==> src/shared/pmsm_pkg.sv <==
// pmsm_pkg: constants for the phy management serial master
// assumes a 25 MHz core clock and a 32-bit AXI4-Lite register port
package pmsm_pkg;
  // register byte offsets
  localparam logic [7:0] PMSM_CTRL_OFF = 8'h00;
  localparam logic [7:0] PMSM_DATA_OFF = 8'h04;
  // control register field positions
  localparam int PMSM_BUSY_BIT  = 0;
  localparam int PMSM_WRSEL_BIT = 1;
  localparam int PMSM_CR_LSB    = 2;
  localparam int PMSM_REG_LSB   = 6;
  localparam int PMSM_PHY_LSB   = 11;
  // reset values
  localparam logic [31:0] PMSM_CTRL_RST = 32'h0000_0000;
  localparam logic [15:0] PMSM_DATA_RST = 16'h0000;
  // frame layout, counted in mdc periods
  localparam int          PMSM_PRE_BITS   = 32;
  localparam int          PMSM_FRAME_BITS = 64;
  localparam logic [6:0]  PMSM_TA1_IDX    = 7'd46;
  localparam logic [6:0]  PMSM_DATA_IDX   = 7'd48;
  localparam logic [6:0]  PMSM_LAST_IDX   = 7'd63;
  localparam logic [1:0]  PMSM_START      = 2'b01;
  localparam logic [1:0]  PMSM_OP_RD      = 2'b10;
  localparam logic [1:0]  PMSM_OP_WR      = 2'b01;
  localparam logic [1:0]  PMSM_TA_WR      = 2'b10;
  // core clock divisors selected by the clock range field
  localparam logic [6:0]  PMSM_DIV_0 = 7'd42;
  localparam logic [6:0]  PMSM_DIV_1 = 7'd62;
  localparam logic [6:0]  PMSM_DIV_2 = 7'd16;
  localparam logic [6:0]  PMSM_DIV_3 = 7'd26;
  localparam logic [6:0]  PMSM_DIV_4 = 7'd102;
  localparam logic [6:0]  PMSM_DIV_5 = 7'd124;
  // axi response codes
  localparam logic [1:0]  PMSM_RESP_OK  = 2'b00;
  localparam logic [1:0]  PMSM_RESP_ERR = 2'b10;
endpackage

==> src/core/pmsm_mdc_div.sv <==
// pmsm_mdc_div: divides the core clock into mdc edge enables
// assumes the divisor only changes while run is low
`timescale 1ns/100ps
module pmsm_mdc_div
  import pmsm_pkg::*;
(
  // clock and reset
  input  wire logic       core_clock,
  input  wire logic       reset_n,
  // control
  input  wire logic       run,
  input  wire logic [6:0] divisor,
  // edge enables
  output logic            fall_en,
  output logic            rise_en
);
  typedef struct packed {
    logic [6:0] cnt;
  } pmsm_div_st_t;

  pmsm_div_st_t st_q;
  pmsm_div_st_t st_d;
  logic   [6:0] half;
  logic   [6:0] last;

  assign half = {1'b0, divisor[6:1]};
  assign last = divisor - 7'd1;

  always_comb
  begin
    st_d = st_q;
    if (!run)
      st_d.cnt = '0;
    else if (st_q.cnt == last)
      st_d.cnt = '0;
    else
      st_d.cnt = st_q.cnt + 7'd1;
  end

  // fall at count zero opens each bit, rise half a period later
  assign fall_en = run && (st_q.cnt == 7'd0);
  assign rise_en = run && (st_q.cnt == half);

  always_ff @(posedge core_clock or negedge reset_n)
  begin
    if (!reset_n)
      st_q <= '0;
    else
      st_q <= st_d;
  end
endmodule // pmsm_mdc_div

==> src/core/pmsm_master.sv <==
// pmsm_master: two-wire phy management master with axi4-lite registers
// assumes mdio_i comes from a pad and is asynchronous to core_clock
//
// Implementation choices: register access over AXI4-Lite and the placing of the registers.
`timescale 1ns/100ps
module pmsm_master
  import pmsm_pkg::*;
(
  // clock and reset
  input  wire logic        core_clock,
  input  wire logic        reset_n,
  // axi4-lite write address
  input  wire logic        s_axi_awvalid,
  output logic             s_axi_awready,
  input  wire logic [7:0]  s_axi_awaddr,
  // axi4-lite write data
  input  wire logic        s_axi_wvalid,
  output logic             s_axi_wready,
  input  wire logic [31:0] s_axi_wdata,
  input  wire logic [3:0]  s_axi_wstrb,
  // axi4-lite write response
  output logic             s_axi_bvalid,
  input  wire logic        s_axi_bready,
  output logic [1:0]       s_axi_bresp,
  // axi4-lite read address
  input  wire logic        s_axi_arvalid,
  output logic             s_axi_arready,
  input  wire logic [7:0]  s_axi_araddr,
  // axi4-lite read data
  output logic             s_axi_rvalid,
  input  wire logic        s_axi_rready,
  output logic [31:0]      s_axi_rdata,
  output logic [1:0]       s_axi_rresp,
  // management link
  output logic             mdc,
  input  wire logic        mdio_i,
  output logic             mdio_o,
  output logic             mdio_oe
);
  typedef enum logic [2:0] {
    PMSM_IDLE = 3'b001,
    PMSM_SHIFT = 3'b010,
    PMSM_DONE = 3'b100
  } pmsm_state_t;

  typedef struct packed {
    pmsm_state_t state;
    // control and data register fields
    logic        busy;
    logic        wr_sel;
    logic [3:0]  clk_range;
    logic [4:0]  reg_addr;
    logic [4:0]  phy_addr;
    logic [15:0] data;
    // frame shifter
    logic [6:0]  bit_idx;
    logic [63:0] frame;
    logic [15:0] rx_shift;
    logic [6:0]  divisor;
    logic        mdc;
    logic        mdio_o;
    logic        mdio_oe;
    // mdio synchroniser
    logic        mdio_s1;
    logic        mdio_s2;
    // axi slave
    logic        aw_held;
    logic [7:0]  aw_addr;
    logic        w_held;
    logic [31:0] w_data;
    logic [3:0]  w_strb;
    logic        bvalid;
    logic [1:0]  bresp;
    logic        rvalid;
    logic [31:0] rdata;
    logic [1:0]  rresp;
  } pmsm_st_t;

  pmsm_st_t st_q;
  pmsm_st_t st_d;
  logic     fall_en;
  logic     rise_en;
  logic     run;

  // clock range decode; reserved codes fall back to the slowest divisor
  function automatic logic [6:0] range_div(input logic [3:0] cr);
    unique case (cr)
      4'h0:    range_div = PMSM_DIV_0;
      4'h1:    range_div = PMSM_DIV_1;
      4'h2:    range_div = PMSM_DIV_2;
      4'h3:    range_div = PMSM_DIV_3;
      4'h4:    range_div = PMSM_DIV_4;
      4'h5:    range_div = PMSM_DIV_5;
      default: range_div = PMSM_DIV_5;
    endcase
  endfunction

  function automatic logic [31:0] ctrl_word(input pmsm_st_t s);
    ctrl_word = '0;
    ctrl_word[PMSM_BUSY_BIT] = s.busy;
    ctrl_word[PMSM_WRSEL_BIT] = s.wr_sel;
    ctrl_word[PMSM_CR_LSB +: 4] = s.clk_range;
    ctrl_word[PMSM_REG_LSB +: 5] = s.reg_addr;
    ctrl_word[PMSM_PHY_LSB +: 5] = s.phy_addr;
  endfunction

  function automatic logic [31:0] merge(input logic [31:0] old, input logic [31:0] nw,
                                        input logic [3:0] strb);
    for (int i = 0; i < 4; i++)
      merge[i*8 +: 8] = strb[i] ? nw[i*8 +: 8] : old[i*8 +: 8];
  endfunction

  assign run = (st_q.state == PMSM_SHIFT);

  pmsm_mdc_div u_div (
    .core_clock (core_clock),
    .reset_n (reset_n),
    .run     (run),
    .divisor (st_q.divisor),
    .fall_en (fall_en),
    .rise_en (rise_en)
  );

  always_comb
  begin
    logic [31:0] cw;
    logic        do_wr;
    cw    = '0;
    do_wr = 1'b0;
    st_d  = st_q;

    // two-flop synchroniser for the pad input
    st_d.mdio_s1 = mdio_i;
    st_d.mdio_s2 = st_q.mdio_s1;

    // write channel: address and data taken in either order
    if (s_axi_awvalid && !st_q.aw_held)
    begin
      st_d.aw_held = 1'b1;
      st_d.aw_addr = s_axi_awaddr;
    end
    if (s_axi_wvalid && !st_q.w_held)
    begin
      st_d.w_held = 1'b1;
      st_d.w_data = s_axi_wdata;
      st_d.w_strb = s_axi_wstrb;
    end
    if (st_q.bvalid && s_axi_bready)
      st_d.bvalid = 1'b0;
    if (st_q.aw_held && st_q.w_held && !st_q.bvalid)
    begin
      do_wr         = 1'b1;
      st_d.aw_held  = 1'b0;
      st_d.w_held   = 1'b0;
      st_d.bvalid   = 1'b1;
      st_d.bresp    = PMSM_RESP_OK;
      if (st_q.aw_addr != PMSM_CTRL_OFF && st_q.aw_addr != PMSM_DATA_OFF)
        st_d.bresp = PMSM_RESP_ERR;
    end

    // register writes; ignored while busy so the frame stays consistent
    if (do_wr && !st_q.busy)
    begin
      if (st_q.aw_addr == PMSM_CTRL_OFF)
      begin
        cw = merge(ctrl_word(st_q), st_q.w_data, st_q.w_strb);
        st_d.wr_sel    = cw[PMSM_WRSEL_BIT];
        st_d.clk_range = cw[PMSM_CR_LSB +: 4];
        st_d.reg_addr  = cw[PMSM_REG_LSB +: 5];
        st_d.phy_addr  = cw[PMSM_PHY_LSB +: 5];
        st_d.busy      = cw[PMSM_BUSY_BIT];
      end
      else if (st_q.aw_addr == PMSM_DATA_OFF)
      begin
        cw = merge({16'h0000, st_q.data}, st_q.w_data, st_q.w_strb);
        st_d.data = cw[15:0];
      end
    end

    // read channel
    if (st_q.rvalid && s_axi_rready)
      st_d.rvalid = 1'b0;
    if (s_axi_arvalid && !st_q.rvalid)
    begin
      st_d.rvalid = 1'b1;
      st_d.rresp  = PMSM_RESP_OK;
      if (s_axi_araddr == PMSM_CTRL_OFF)
        st_d.rdata = ctrl_word(st_q);
      else if (s_axi_araddr == PMSM_DATA_OFF)
        st_d.rdata = {16'h0000, st_q.data};
      else
      begin
        st_d.rdata = '0;
        st_d.rresp = PMSM_RESP_ERR;
      end
    end

    unique case (st_q.state)
      PMSM_IDLE:
      begin
        st_d.mdc     = 1'b0;
        st_d.mdio_oe = 1'b0;
        st_d.mdio_o  = 1'b1;
        if (st_q.busy)
        begin
          st_d.state   = PMSM_SHIFT;
          st_d.divisor = range_div(st_q.clk_range);
          st_d.bit_idx = '0;
          // whole frame built msb first
          st_d.frame = {{PMSM_PRE_BITS{1'b1}}, PMSM_START,
                        st_q.wr_sel ? PMSM_OP_WR : PMSM_OP_RD,
                        st_q.phy_addr, st_q.reg_addr,
                        PMSM_TA_WR,
                        st_q.wr_sel ? st_q.data : 16'hffff};
        end
      end
      PMSM_SHIFT:
      begin
        if (fall_en)
        begin
          st_d.mdc = 1'b0;
          // last bit keeps its full high phase; end the frame on the next fall
          if (st_q.bit_idx == 7'(PMSM_FRAME_BITS))
          begin
            st_d.mdio_oe = 1'b0;
            st_d.state   = PMSM_DONE;
          end
          else
          begin
            st_d.mdio_o = st_q.frame[PMSM_FRAME_BITS-1];
            // read frame releases from the turnaround onward
            st_d.mdio_oe = st_q.wr_sel || (st_q.bit_idx < PMSM_TA1_IDX);
          end
        end
        if (rise_en)
        begin
          st_d.mdc   = 1'b1;
          st_d.frame = {st_q.frame[PMSM_FRAME_BITS-2:0], 1'b0};
          if (!st_q.wr_sel && st_q.bit_idx >= PMSM_DATA_IDX)
            st_d.rx_shift = {st_q.rx_shift[14:0], st_q.mdio_s2};
          st_d.bit_idx = st_q.bit_idx + 7'd1;
        end
      end
      PMSM_DONE:
      begin
        // hold mdc high a moment is unneeded; go straight back to idle
        st_d.mdc     = 1'b0;
        st_d.mdio_oe = 1'b0;
        st_d.busy    = 1'b0;
        if (!st_q.wr_sel)
          st_d.data = st_q.rx_shift;
        st_d.state = PMSM_IDLE;
      end
    endcase
  end

  always_ff @(posedge core_clock or negedge reset_n)
  begin
    if (!reset_n)
    begin
      st_q        <= '0;
      st_q.state  <= PMSM_IDLE;
      st_q.mdio_o <= 1'b1;
      st_q.data   <= PMSM_DATA_RST;
      st_q.divisor <= PMSM_DIV_0;
    end
    else
      st_q <= st_d;
  end

  // handshake outputs
  assign s_axi_awready = !st_q.aw_held;
  assign s_axi_wready  = !st_q.w_held;
  assign s_axi_arready = !st_q.rvalid;
  assign s_axi_bvalid  = st_q.bvalid;
  assign s_axi_bresp   = st_q.bresp;
  assign s_axi_rvalid  = st_q.rvalid;
  assign s_axi_rdata   = st_q.rdata;
  assign s_axi_rresp   = st_q.rresp;
  // link outputs
  assign mdc     = st_q.mdc;
  assign mdio_o  = st_q.mdio_o;
  assign mdio_oe = st_q.mdio_oe;
endmodule // pmsm_master

==> config.mk <==
export PLATFORM = sky130hd
export DESIGN_NAME = pmsm_master
export DESIGN_NICKNAME = d
export VERILOG_FILES = /design/src/shared/pmsm_pkg.sv /design/src/core/pmsm_mdc_div.sv /design/src/core/pmsm_master.sv
export SDC_FILE = /design/constraint.sdc
export NUM_CORES = 1
export LEC_CHECK = 0
export ABC_AREA = 1
export BUFFER_PORTS_ARGS = -buffer_cell sky130_fd_sc_hd__buf_2
export CORE_ASPECT_RATIO = 0.7
export CORE_MARGIN = 4
export CORE_UTILIZATION = 59
export DETAILED_ROUTE_END_ITERATION = 10
export PLACE_DENSITY = 0.8
export SYNTH_ARGS = -nofsm -noshare
export SYNTH_HDL_FRONTEND = slang
export SYNTH_SLANG_ARGS = --single-unit
==> constraint.sdc <==
create_clock -name core_clock -period 5.2 [get_ports core_clock]
set_input_delay 0.26 -clock core_clock [delete_from_list [all_inputs] [get_ports core_clock]]
set_output_delay 0.26 -clock core_clock [all_outputs]
set_load 0.02 [all_outputs]
Word-level counts from Yosys, hierarchy flattened --
Cells that the tools add are included.
Cells by class: add/sub/neg operators 3, order comparisons 2, equal/unequal tests 19, mux-type cells 45, reduce and logical (&&, ||, !) cells 41
Operators with widths (count):
- one-hot mux 71 bit (2 select lines) | 1
- two-way mux 16 bit | 8
- two-way mux 87 bit | 1
- two-way mux 71 bit | 1
- two-way mux 32 bit | 2
- two-way mux 37 bit | 1
- two-way mux 35 bit | 1
- one-hot mux 7 bit (5 select lines) | 1
- two-way mux 8 bit | 4
- AND reduction 3 bit | 7
- == test 8 x 3 -> 1 bit (second input constant) | 2
- logical NOT 8 bit | 2
- nonzero test 2 bit | 8
- two-way mux 3 bit | 5
- adder 7 x 1 -> 7 bit (second input constant) | 2
- two-way mux 7 bit | 2
- logical AND 1 bit | 12
- != test 2 bit (second input constant) | 5
- two-way mux 1 bit | 9
- two-way mux 9 bit | 1
- one-hot mux 3 bit (3 select lines) | 1
- == test 4 x 2 -> 1 bit (second input constant) | 2
- two-way mux 2 bit | 4
- != test 8 x 3 -> 1 bit (second input constant) | 1
- other kinds (20) | 27
Word-level totals: bits in registers 225, input port bits 60, output and inout bits 44

Longest topological paths before layout --
Gate-level depths: netlist of run 1.
depth in word-level cells 7, mapped depth 12, depth with buffers taken out 11

Modules after synthesis --
From an unflattened synthesis of run 1, not the netlist that was laid out.
Unflattened totals: cells, all modules 1115, area, all modules 9132.5 um^2
By module, submodules not included:
- pmsm_master | instances 1, cells an instance 1000, area an instance 8439.3 um^2, sequential area each 4535.6 um^2
- pmsm_mdc_div | instances 1, cells an instance 115, area an instance 693.2 um^2, sequential area each 175.2 um^2

Least setup slack after synthesis of run 1 --
OpenSTA, ideal clock, no wires.
kind register to register, start register st_q, in the netlist s_axi_bvalid, end register st_q[203] (netlist name), arrival time 1.540 ns, slack 3.530 ns, cell stages (with the launch flop) 8, period minus slack after synthesis 1.670 ns, path through dfrtp_1 > nor3_2 > nand2_1 > nor2_4 > nand2_1 > clkbuf_1 > nand2_1 > o21ai_1
Between the ends: cells in the longest elaborated chain, start to end 5
Ends and longest elaborated chain:
- start, declared | RTL line pmsm_master.sv:79 | pmsm_st_t st_q;
- start signal, assigned | RTL line pmsm_master.sv:268 | st_q <= st_d;
- logical NOT 1 bit | RTL line pmsm_master.sv:150 | if (st_q.aw_held && st_q.w_held && !st_q.bvalid)
- logical AND 1 bit | RTL line pmsm_master.sv:150
- two-way mux 1 bit | RTL line pmsm_master.sv:150
- logical AND 1 bit | RTL line pmsm_master.sv:162 | if (do_wr && !st_q.busy)
- AND reduction 3 bit (no line)
Every way passes these cells. A chain may end at the register's enable or synchronous reset.

Worst setup path in the final report of run 1 --
start register, netlist name st_q[92], end register st_q[172] (netlist name)
Between the ends: cells in the longest elaborated chain, start to end 4
Ends and longest elaborated chain:
- == test 7 x 6 -> 1 bit | RTL line pmsm_mdc_div.sv:42 | assign rise_en = run && (st_q.cnt == half);
- logical AND 1 bit | RTL line pmsm_mdc_div.sv:42
- != test 2 bit (no line)
- AND reduction 3 bit (no line)
Every way passes these cells.

==> out/metrics.cfg, run 1 <==
[run_status]
status = finished clean

[floorplanning]
die_x_um = 156.9
core_sq_um = 14950
start_util = 0.6123
die_h_um = 112.2
ios = 104
rows = 37
die_area_sq_um = 17610

[critical_path]
path_class = flop to flop
crit_arrival_ns = 3.29
end_kind = flop
crit_fanout = 60
start_kind = flop
worstPathRequired_ns = 5.57

[synthesis]
yosysTopAreaCell = dfrtp_1
synthMuxAreaShare = 0.008609
synth.area.top_cells = dfrtp_1 (50%), nand2_1 (17%), nand3_1 (6.2%), nor2_1 (5.7%), inv_1 (3.0%)
yosys_warnings = 0
synthFlopType = dfrtp_1
synth.cell_area_sq_um = 9156
ys_types = 34
synth_area_per_cell_sq_um = 7.793
synth_top_family_by_area = simple AND/OR/NAND/NOR gates
synth-xor-area-share = 0.01052
syn_inst = 1175
synth_edf_count = 0
synthArstFlopShare = 1.000
synth_seq_cells = 188
synthAdderAreaFrac = 0.006832
netlist.area_leader.share = 0.5001
yosysSeqAreaShare = 0.5145
yosys.area_share.simple = 0.3107
synth-compound-area-share = 0.05890

[finish]
layout_common_cells = nand2_1 (416), dfrtp_1 (183), nor2_1 (140)
diodes = 0
drive_gt1_frac = 0.1092
synthToLayoutAreaGrowth_pct = 8.896
design_area_sq_um = 9971
layout_commonest_cell = nand2_1
final_nets = 1270
finish.utilization = 0.6668

[route]
drc = 0
wl_per_cell_um = 14.41
vias = 7565
drt_iter0_markers = 650
wirelength_um = 20370
viasPerCell = 5.354
firstDrtPassIters = 5
antenna_left = 0

[grt]
grt_pass1_vias = 6823
grt_pass1_wl_um = 34070
grt.overflow.total = 0
grt.busiest_layer = met1
antenna_found_initial = 0
use_met1 = 0.3635
groute.usage.overall = 0.2384
groute.layer.met2.usage = 0.3474
grt_use_met3 = 0.04778
grt_start_max_net_pins = 93

[clock_tree]
cts_root_buf = clkbuf_16
cts_tree = done
holdBufCountCts = 4
cts_sinks = 188
numCtsBuffers = 17
clk_pin_slew_ns = 0.07
clk_latency_ns = 0.44
ctsResizeCount = 0
post_cts_buffers = 0
htree_levels = 4
cts_max_path_buffers = 2

[sta]
min_period_ns = 2.913
setup_violations = 0
relSlewSlack = 0.1817
hold_viol_final = 0
fin_skew_ns = 0.01014
timing.final.max_slew_violations = 0
rsz0062_at_grt = no
tightest_slew_ns = 1.223
finalCritPeriodShare = 0.5602
fmaxAchievable_ghz = 0.3433
tns_ns = 0

[worst_hold_path]
min_path_type = input port to flop

[run]
max_cap_viol_count = 0

[placed_design]
gp_congestion = 0.8522
numPortBuffers = 67
dp_hpwl_um = 13320
placement.cell_area_sq_um = 9348

[power_and_ir_drop]
finalPower_mw = 3.763
power.density_nw_per_um2 = 377.4
leakage_nw = 5.251
peakVddDrop_mv = 0.3687

-- metrics by stage --
stage,hold slack [ns],instances,worst slack (ns)
floorplan,-0.03559,1192,3.530
global placement,0.3541,1377,2.341
detailed placement,0.3609,1377,2.305
CTS,0.04062,1413,2.290
global route,0.04778,1413,1.993
finish,0.05035,1413,2.287
-- per-layer routing --
layer / part of all wire / routed length, um
met5: 0 / 0
met4: 0.014 / 286
met3: 0.076 / 1538
met2: 0.44 / 8987
met1: 0.47 / 9555
-- critical path, stage by stage, from the launching register on --
cell,delay (ns)
dfstp_2,0.60
inv_1,0.08
nand2_1,0.06
nand2_1,0.07
nor2_1,0.14
nand2_1,0.10
nor2_4,0.52
nor2_4,0.32
nor2_8,0.69
nand2_1,0.14
nand2_1,0.09
-- power by group --
group | internal [mW] | switching (mW)
clock | 0.724 | 0.571
sequential | 1.68 | 0.158
combinational | 0.199 | 0.430
total | 2.60 | 1.16
-- registers in the layout, indices dropped and copies added (netlist names) --
name	flops
st_q	157
s_axi_rvalid	1
s_axi_bresp	1
mdio_o	1
s_axi_bvalid	1
s_axi_rdata	16
mdio_oe	1
s_axi_rresp	1
st_d	1
mdc	1
u_div.st_q	7
-- cell usage after synthesis (3+ instances only) --
cell type,n
nor3_1,9
nor2_1,140
mux2_2,7
ha_1,5
nand4_1,4
dfrtp_1,183
o21ai_0,34
inv_1,74
buf_1,4
clkbuf_1,20
o21ai_1,8
dfstp_2,5
buf_4,36
a21oi_1,55
xor2_1,9
buf_2,19
nand2_1,417
inv_2,3
buf_6,6
nand3_1,114
nor2_4,4
-- path summary, 6_finish.rpt --
| kind | start | end | slack (ns) | depth (start not counted) |
|---|---|---|---|---|
| min in group asynchronous | reset_n | u_div.st_q[3] | 0.45 | 2 |
| max in group asynchronous | reset_n | st_q[98] | 3.60 | 3 |
| setup reg to reg | st_q[92] | st_q[172] | 2.29 | 10 |
| hold / removal | s_axi_awaddr[0] | st_q[75] | 0.05 | 2 |
| hold reg to reg | st_d[84] | st_q[84] | 0.37 | 0 |
| setup / recovery | st_q[92] | st_q[172] | 2.29 | 10 |
-- area by class of cell --
cell class | count | area [sq um]
fillers | 1247 | 4982
flip-flops and latches | 188 | 4711
multi-input cells | 840 | 3692
repair buffers | 79 | 444.2
clock buffers | 19 | 442.9
inverters | 79 | 296.5
well taps | 195 | 244.0
clock inverters | 13 | 140.1
-- kinds of logic (layout without fill, tap and decap cells) --
kind of cell,after synthesis,in the layout
simple gates,695,695
compound gates,104,104
flops,188,188
xor+xnor,11,11
mux,7,7
buf+inv,164,190
fa+ha+maj,5,5
other cells,1,18
Note: power is estimated with default switching activity, not from simulation.
==> run 2: changes to the inputs <==
Clock period 5.2 ns to 2.8 ns, I/O delays scaled along.
==> run 2 against run 1 <==
Compared with the run above:
- the run now ends with hold timing left
- non-clock buffer count grew 39
- flip-flop and latch count is the same
- total power increased by 84%
- design area up 3.4%
- global-route usage is 0.68 points higher
- clock skew shrank 0.0019 ns
- hold slack lost 0.052 ns
- sequential share of layout area decreased by 1.5 points
- setup slack worse by 1.7 ns
==> out/metrics.cfg, run 2 (synthesized netlist as in run 1, its figures left out) <==
[route]
firstDrtPassIters = 7
drc = 0
viasPerCell = 5.243
drt_iter0_markers = 744
antenna_left = 0
wl_per_cell_um = 14.19
vias = 7608
wirelength_um = 20590

[finish]
regMostFlops = st_q
layout_common_cells = nand2_1 (416), dfrtp_1 (183), nor2_1 (140)
nFillCells = 1205
diodes = 0
largest_reg_flops = 157
synthToLayoutAreaGrowth_pct = 12.58
finish.utilization = 0.6894
drive_gt1_frac = 0.1154
layout_commonest_cell = nand2_1
final_nets = 1309

[grt]
grt_pass1_wl_um = 35080
grt.overflow.total = 0
grt_pass1_vias = 7084
grt_start_max_net_pins = 96
antenna_found_initial = 0
groute.usage.overall = 0.2452

[floorplanning]
start_util = 0.6123
rows = 37
die_area_sq_um = 17610
die_x_um = 156.9
core_sq_um = 14950
ios = 104
die_h_um = 112.2

[sta]
finalCritPeriodShare = 0.7973
tns_ns = 0
holdWs_ns = -0.001182
timing.final.max_slew_violations = 0
rsz0062_at_grt = no
min_period_ns = 2.232
layout_setup_ws_ns = 0.5675
fmaxAchievable_ghz = 0.4479
fin_skew_ns = 0.008230
setup_violations = 0
relSlewSlack = 0.1814
hold_viol_final = 1
tightest_slew_ns = 1.223

[critical_path]
rr_endpoint = st_q[104]
crit_arrival_ns = 2.55
regToRegStartpoint = st_q[180]
end_kind = flop
ff2ff_path_depth = 5
crit_path_frequent_cell = nand2_1
crit_family = simple AND/OR/NAND/NOR gates
path_class = flop to flop
rrSetupSlack_ns = 0.57
cp_slowest_stage_delay_ns = 0.90
crit_path_end = st_q[104]
worstPathRequired_ns = 3.12
crit_fanout = 17
worst-path-stages = 5
start_kind = flop
critPathLaunch = st_q[180]
timing.critical_path.cells = a21oi_1 -> nor2_1 -> nand2_2 -> nand2_1 -> nand2_1
critPathBufInv = 0
slowest_stage = nor2_1

[clock_tree]
post_cts_buffers = 0
numCtsBuffers = 17
cts_tree = done
clk_pin_slew_ns = 0.06
htree_levels = 4
cts_max_path_buffers = 2
ctsResizeCount = 0
cts_sinks = 188
clk_latency_ns = 0.43
cts_root_buf = clkbuf_16
holdBufCountCts = 29

[placed_design]
dp_hpwl_um = 13430
numPortBuffers = 67
place_ws_ns = 0.5906
gp_congestion = 0.8907

[run_status]
violations = hold timing
status = complete, but fails checks

[power_and_ir_drop]
leakage_nw = 5.413
power.density_nw_per_um2 = 670.7
peakVddDrop_mv = 0.6867

[worst_hold_path]
min_path_type = input port to flop

[run]
max_cap_viol_count = 0

run 2: report_power, final:
| part | switching, mW | leakage [nW] | internal, mW |
|---|---|---|---|
| logic | 0.810 | 2.75 | 0.408 |
| clock network | 1.01 | 0.261 | 1.27 |
| registers | 0.297 | 2.40 | 3.12 |
| total | 2.12 | 5.41 | 4.80 |
run 2: worst min path at each step:
stage	start	endpoint	slack, ns	cells after the start
floorplan	reset_n	mdc	-0.16	0
global placement	mdio_i	st_d[84]	0.25	1
detailed placement	mdio_i	st_d[84]	0.25	1
CTS	s_axi_wdata[10]	st_q[52]	0.0008	3
global route	s_axi_wdata[10]	st_q[52]	0.03	3
finish	s_axi_wdata[10]	st_q[52]	-0.001	3
run 2: tightest hold or removal path, cell delays in order:
cell and delay [ns]:
buf_2 0.08, nor2_1 0.04, a21oi_1 0.12
run 2: final cells by class:
cell class	instances	area [sq um]	area share
inverters	79	296.5	0.02877
well taps	195	244.0	0.02367
flip-flops and latches	188	4711	0.4570
clock buffers	21	460.4	0.04467
multi-input cells	840	3692	0.3582
repair buffers	118	812.0	0.07877
clock inverters	10	92.59	0.008982
run 2: per-stage QoR:
step           cells  cell area [sq um]  total power [mW]  hold WS (ns)
2_1_floorplan   1192               9220             4.229       -0.1556
3_3_place_gp    1391               9465             4.569        0.2485
3_5_place_dp    1391               9465             4.620        0.2497
4_1_cts         1451              10310             6.911     0.0007528
5_1_grt         1451              10310             7.241       0.02918
6_report        1451              10310             6.913     -0.001182
run 2: per-layer routing:
layer / up-vias / wire length, um / global-route usage
met2: 244 / 9223 / 0.3611
li1: 3775 / - / -
met4: 0 / 193 / 0.05954
met1: 3571 / 9830 / 0.3740
met3: 18 / 1337 / 0.05087
met5: - / 0 / 0
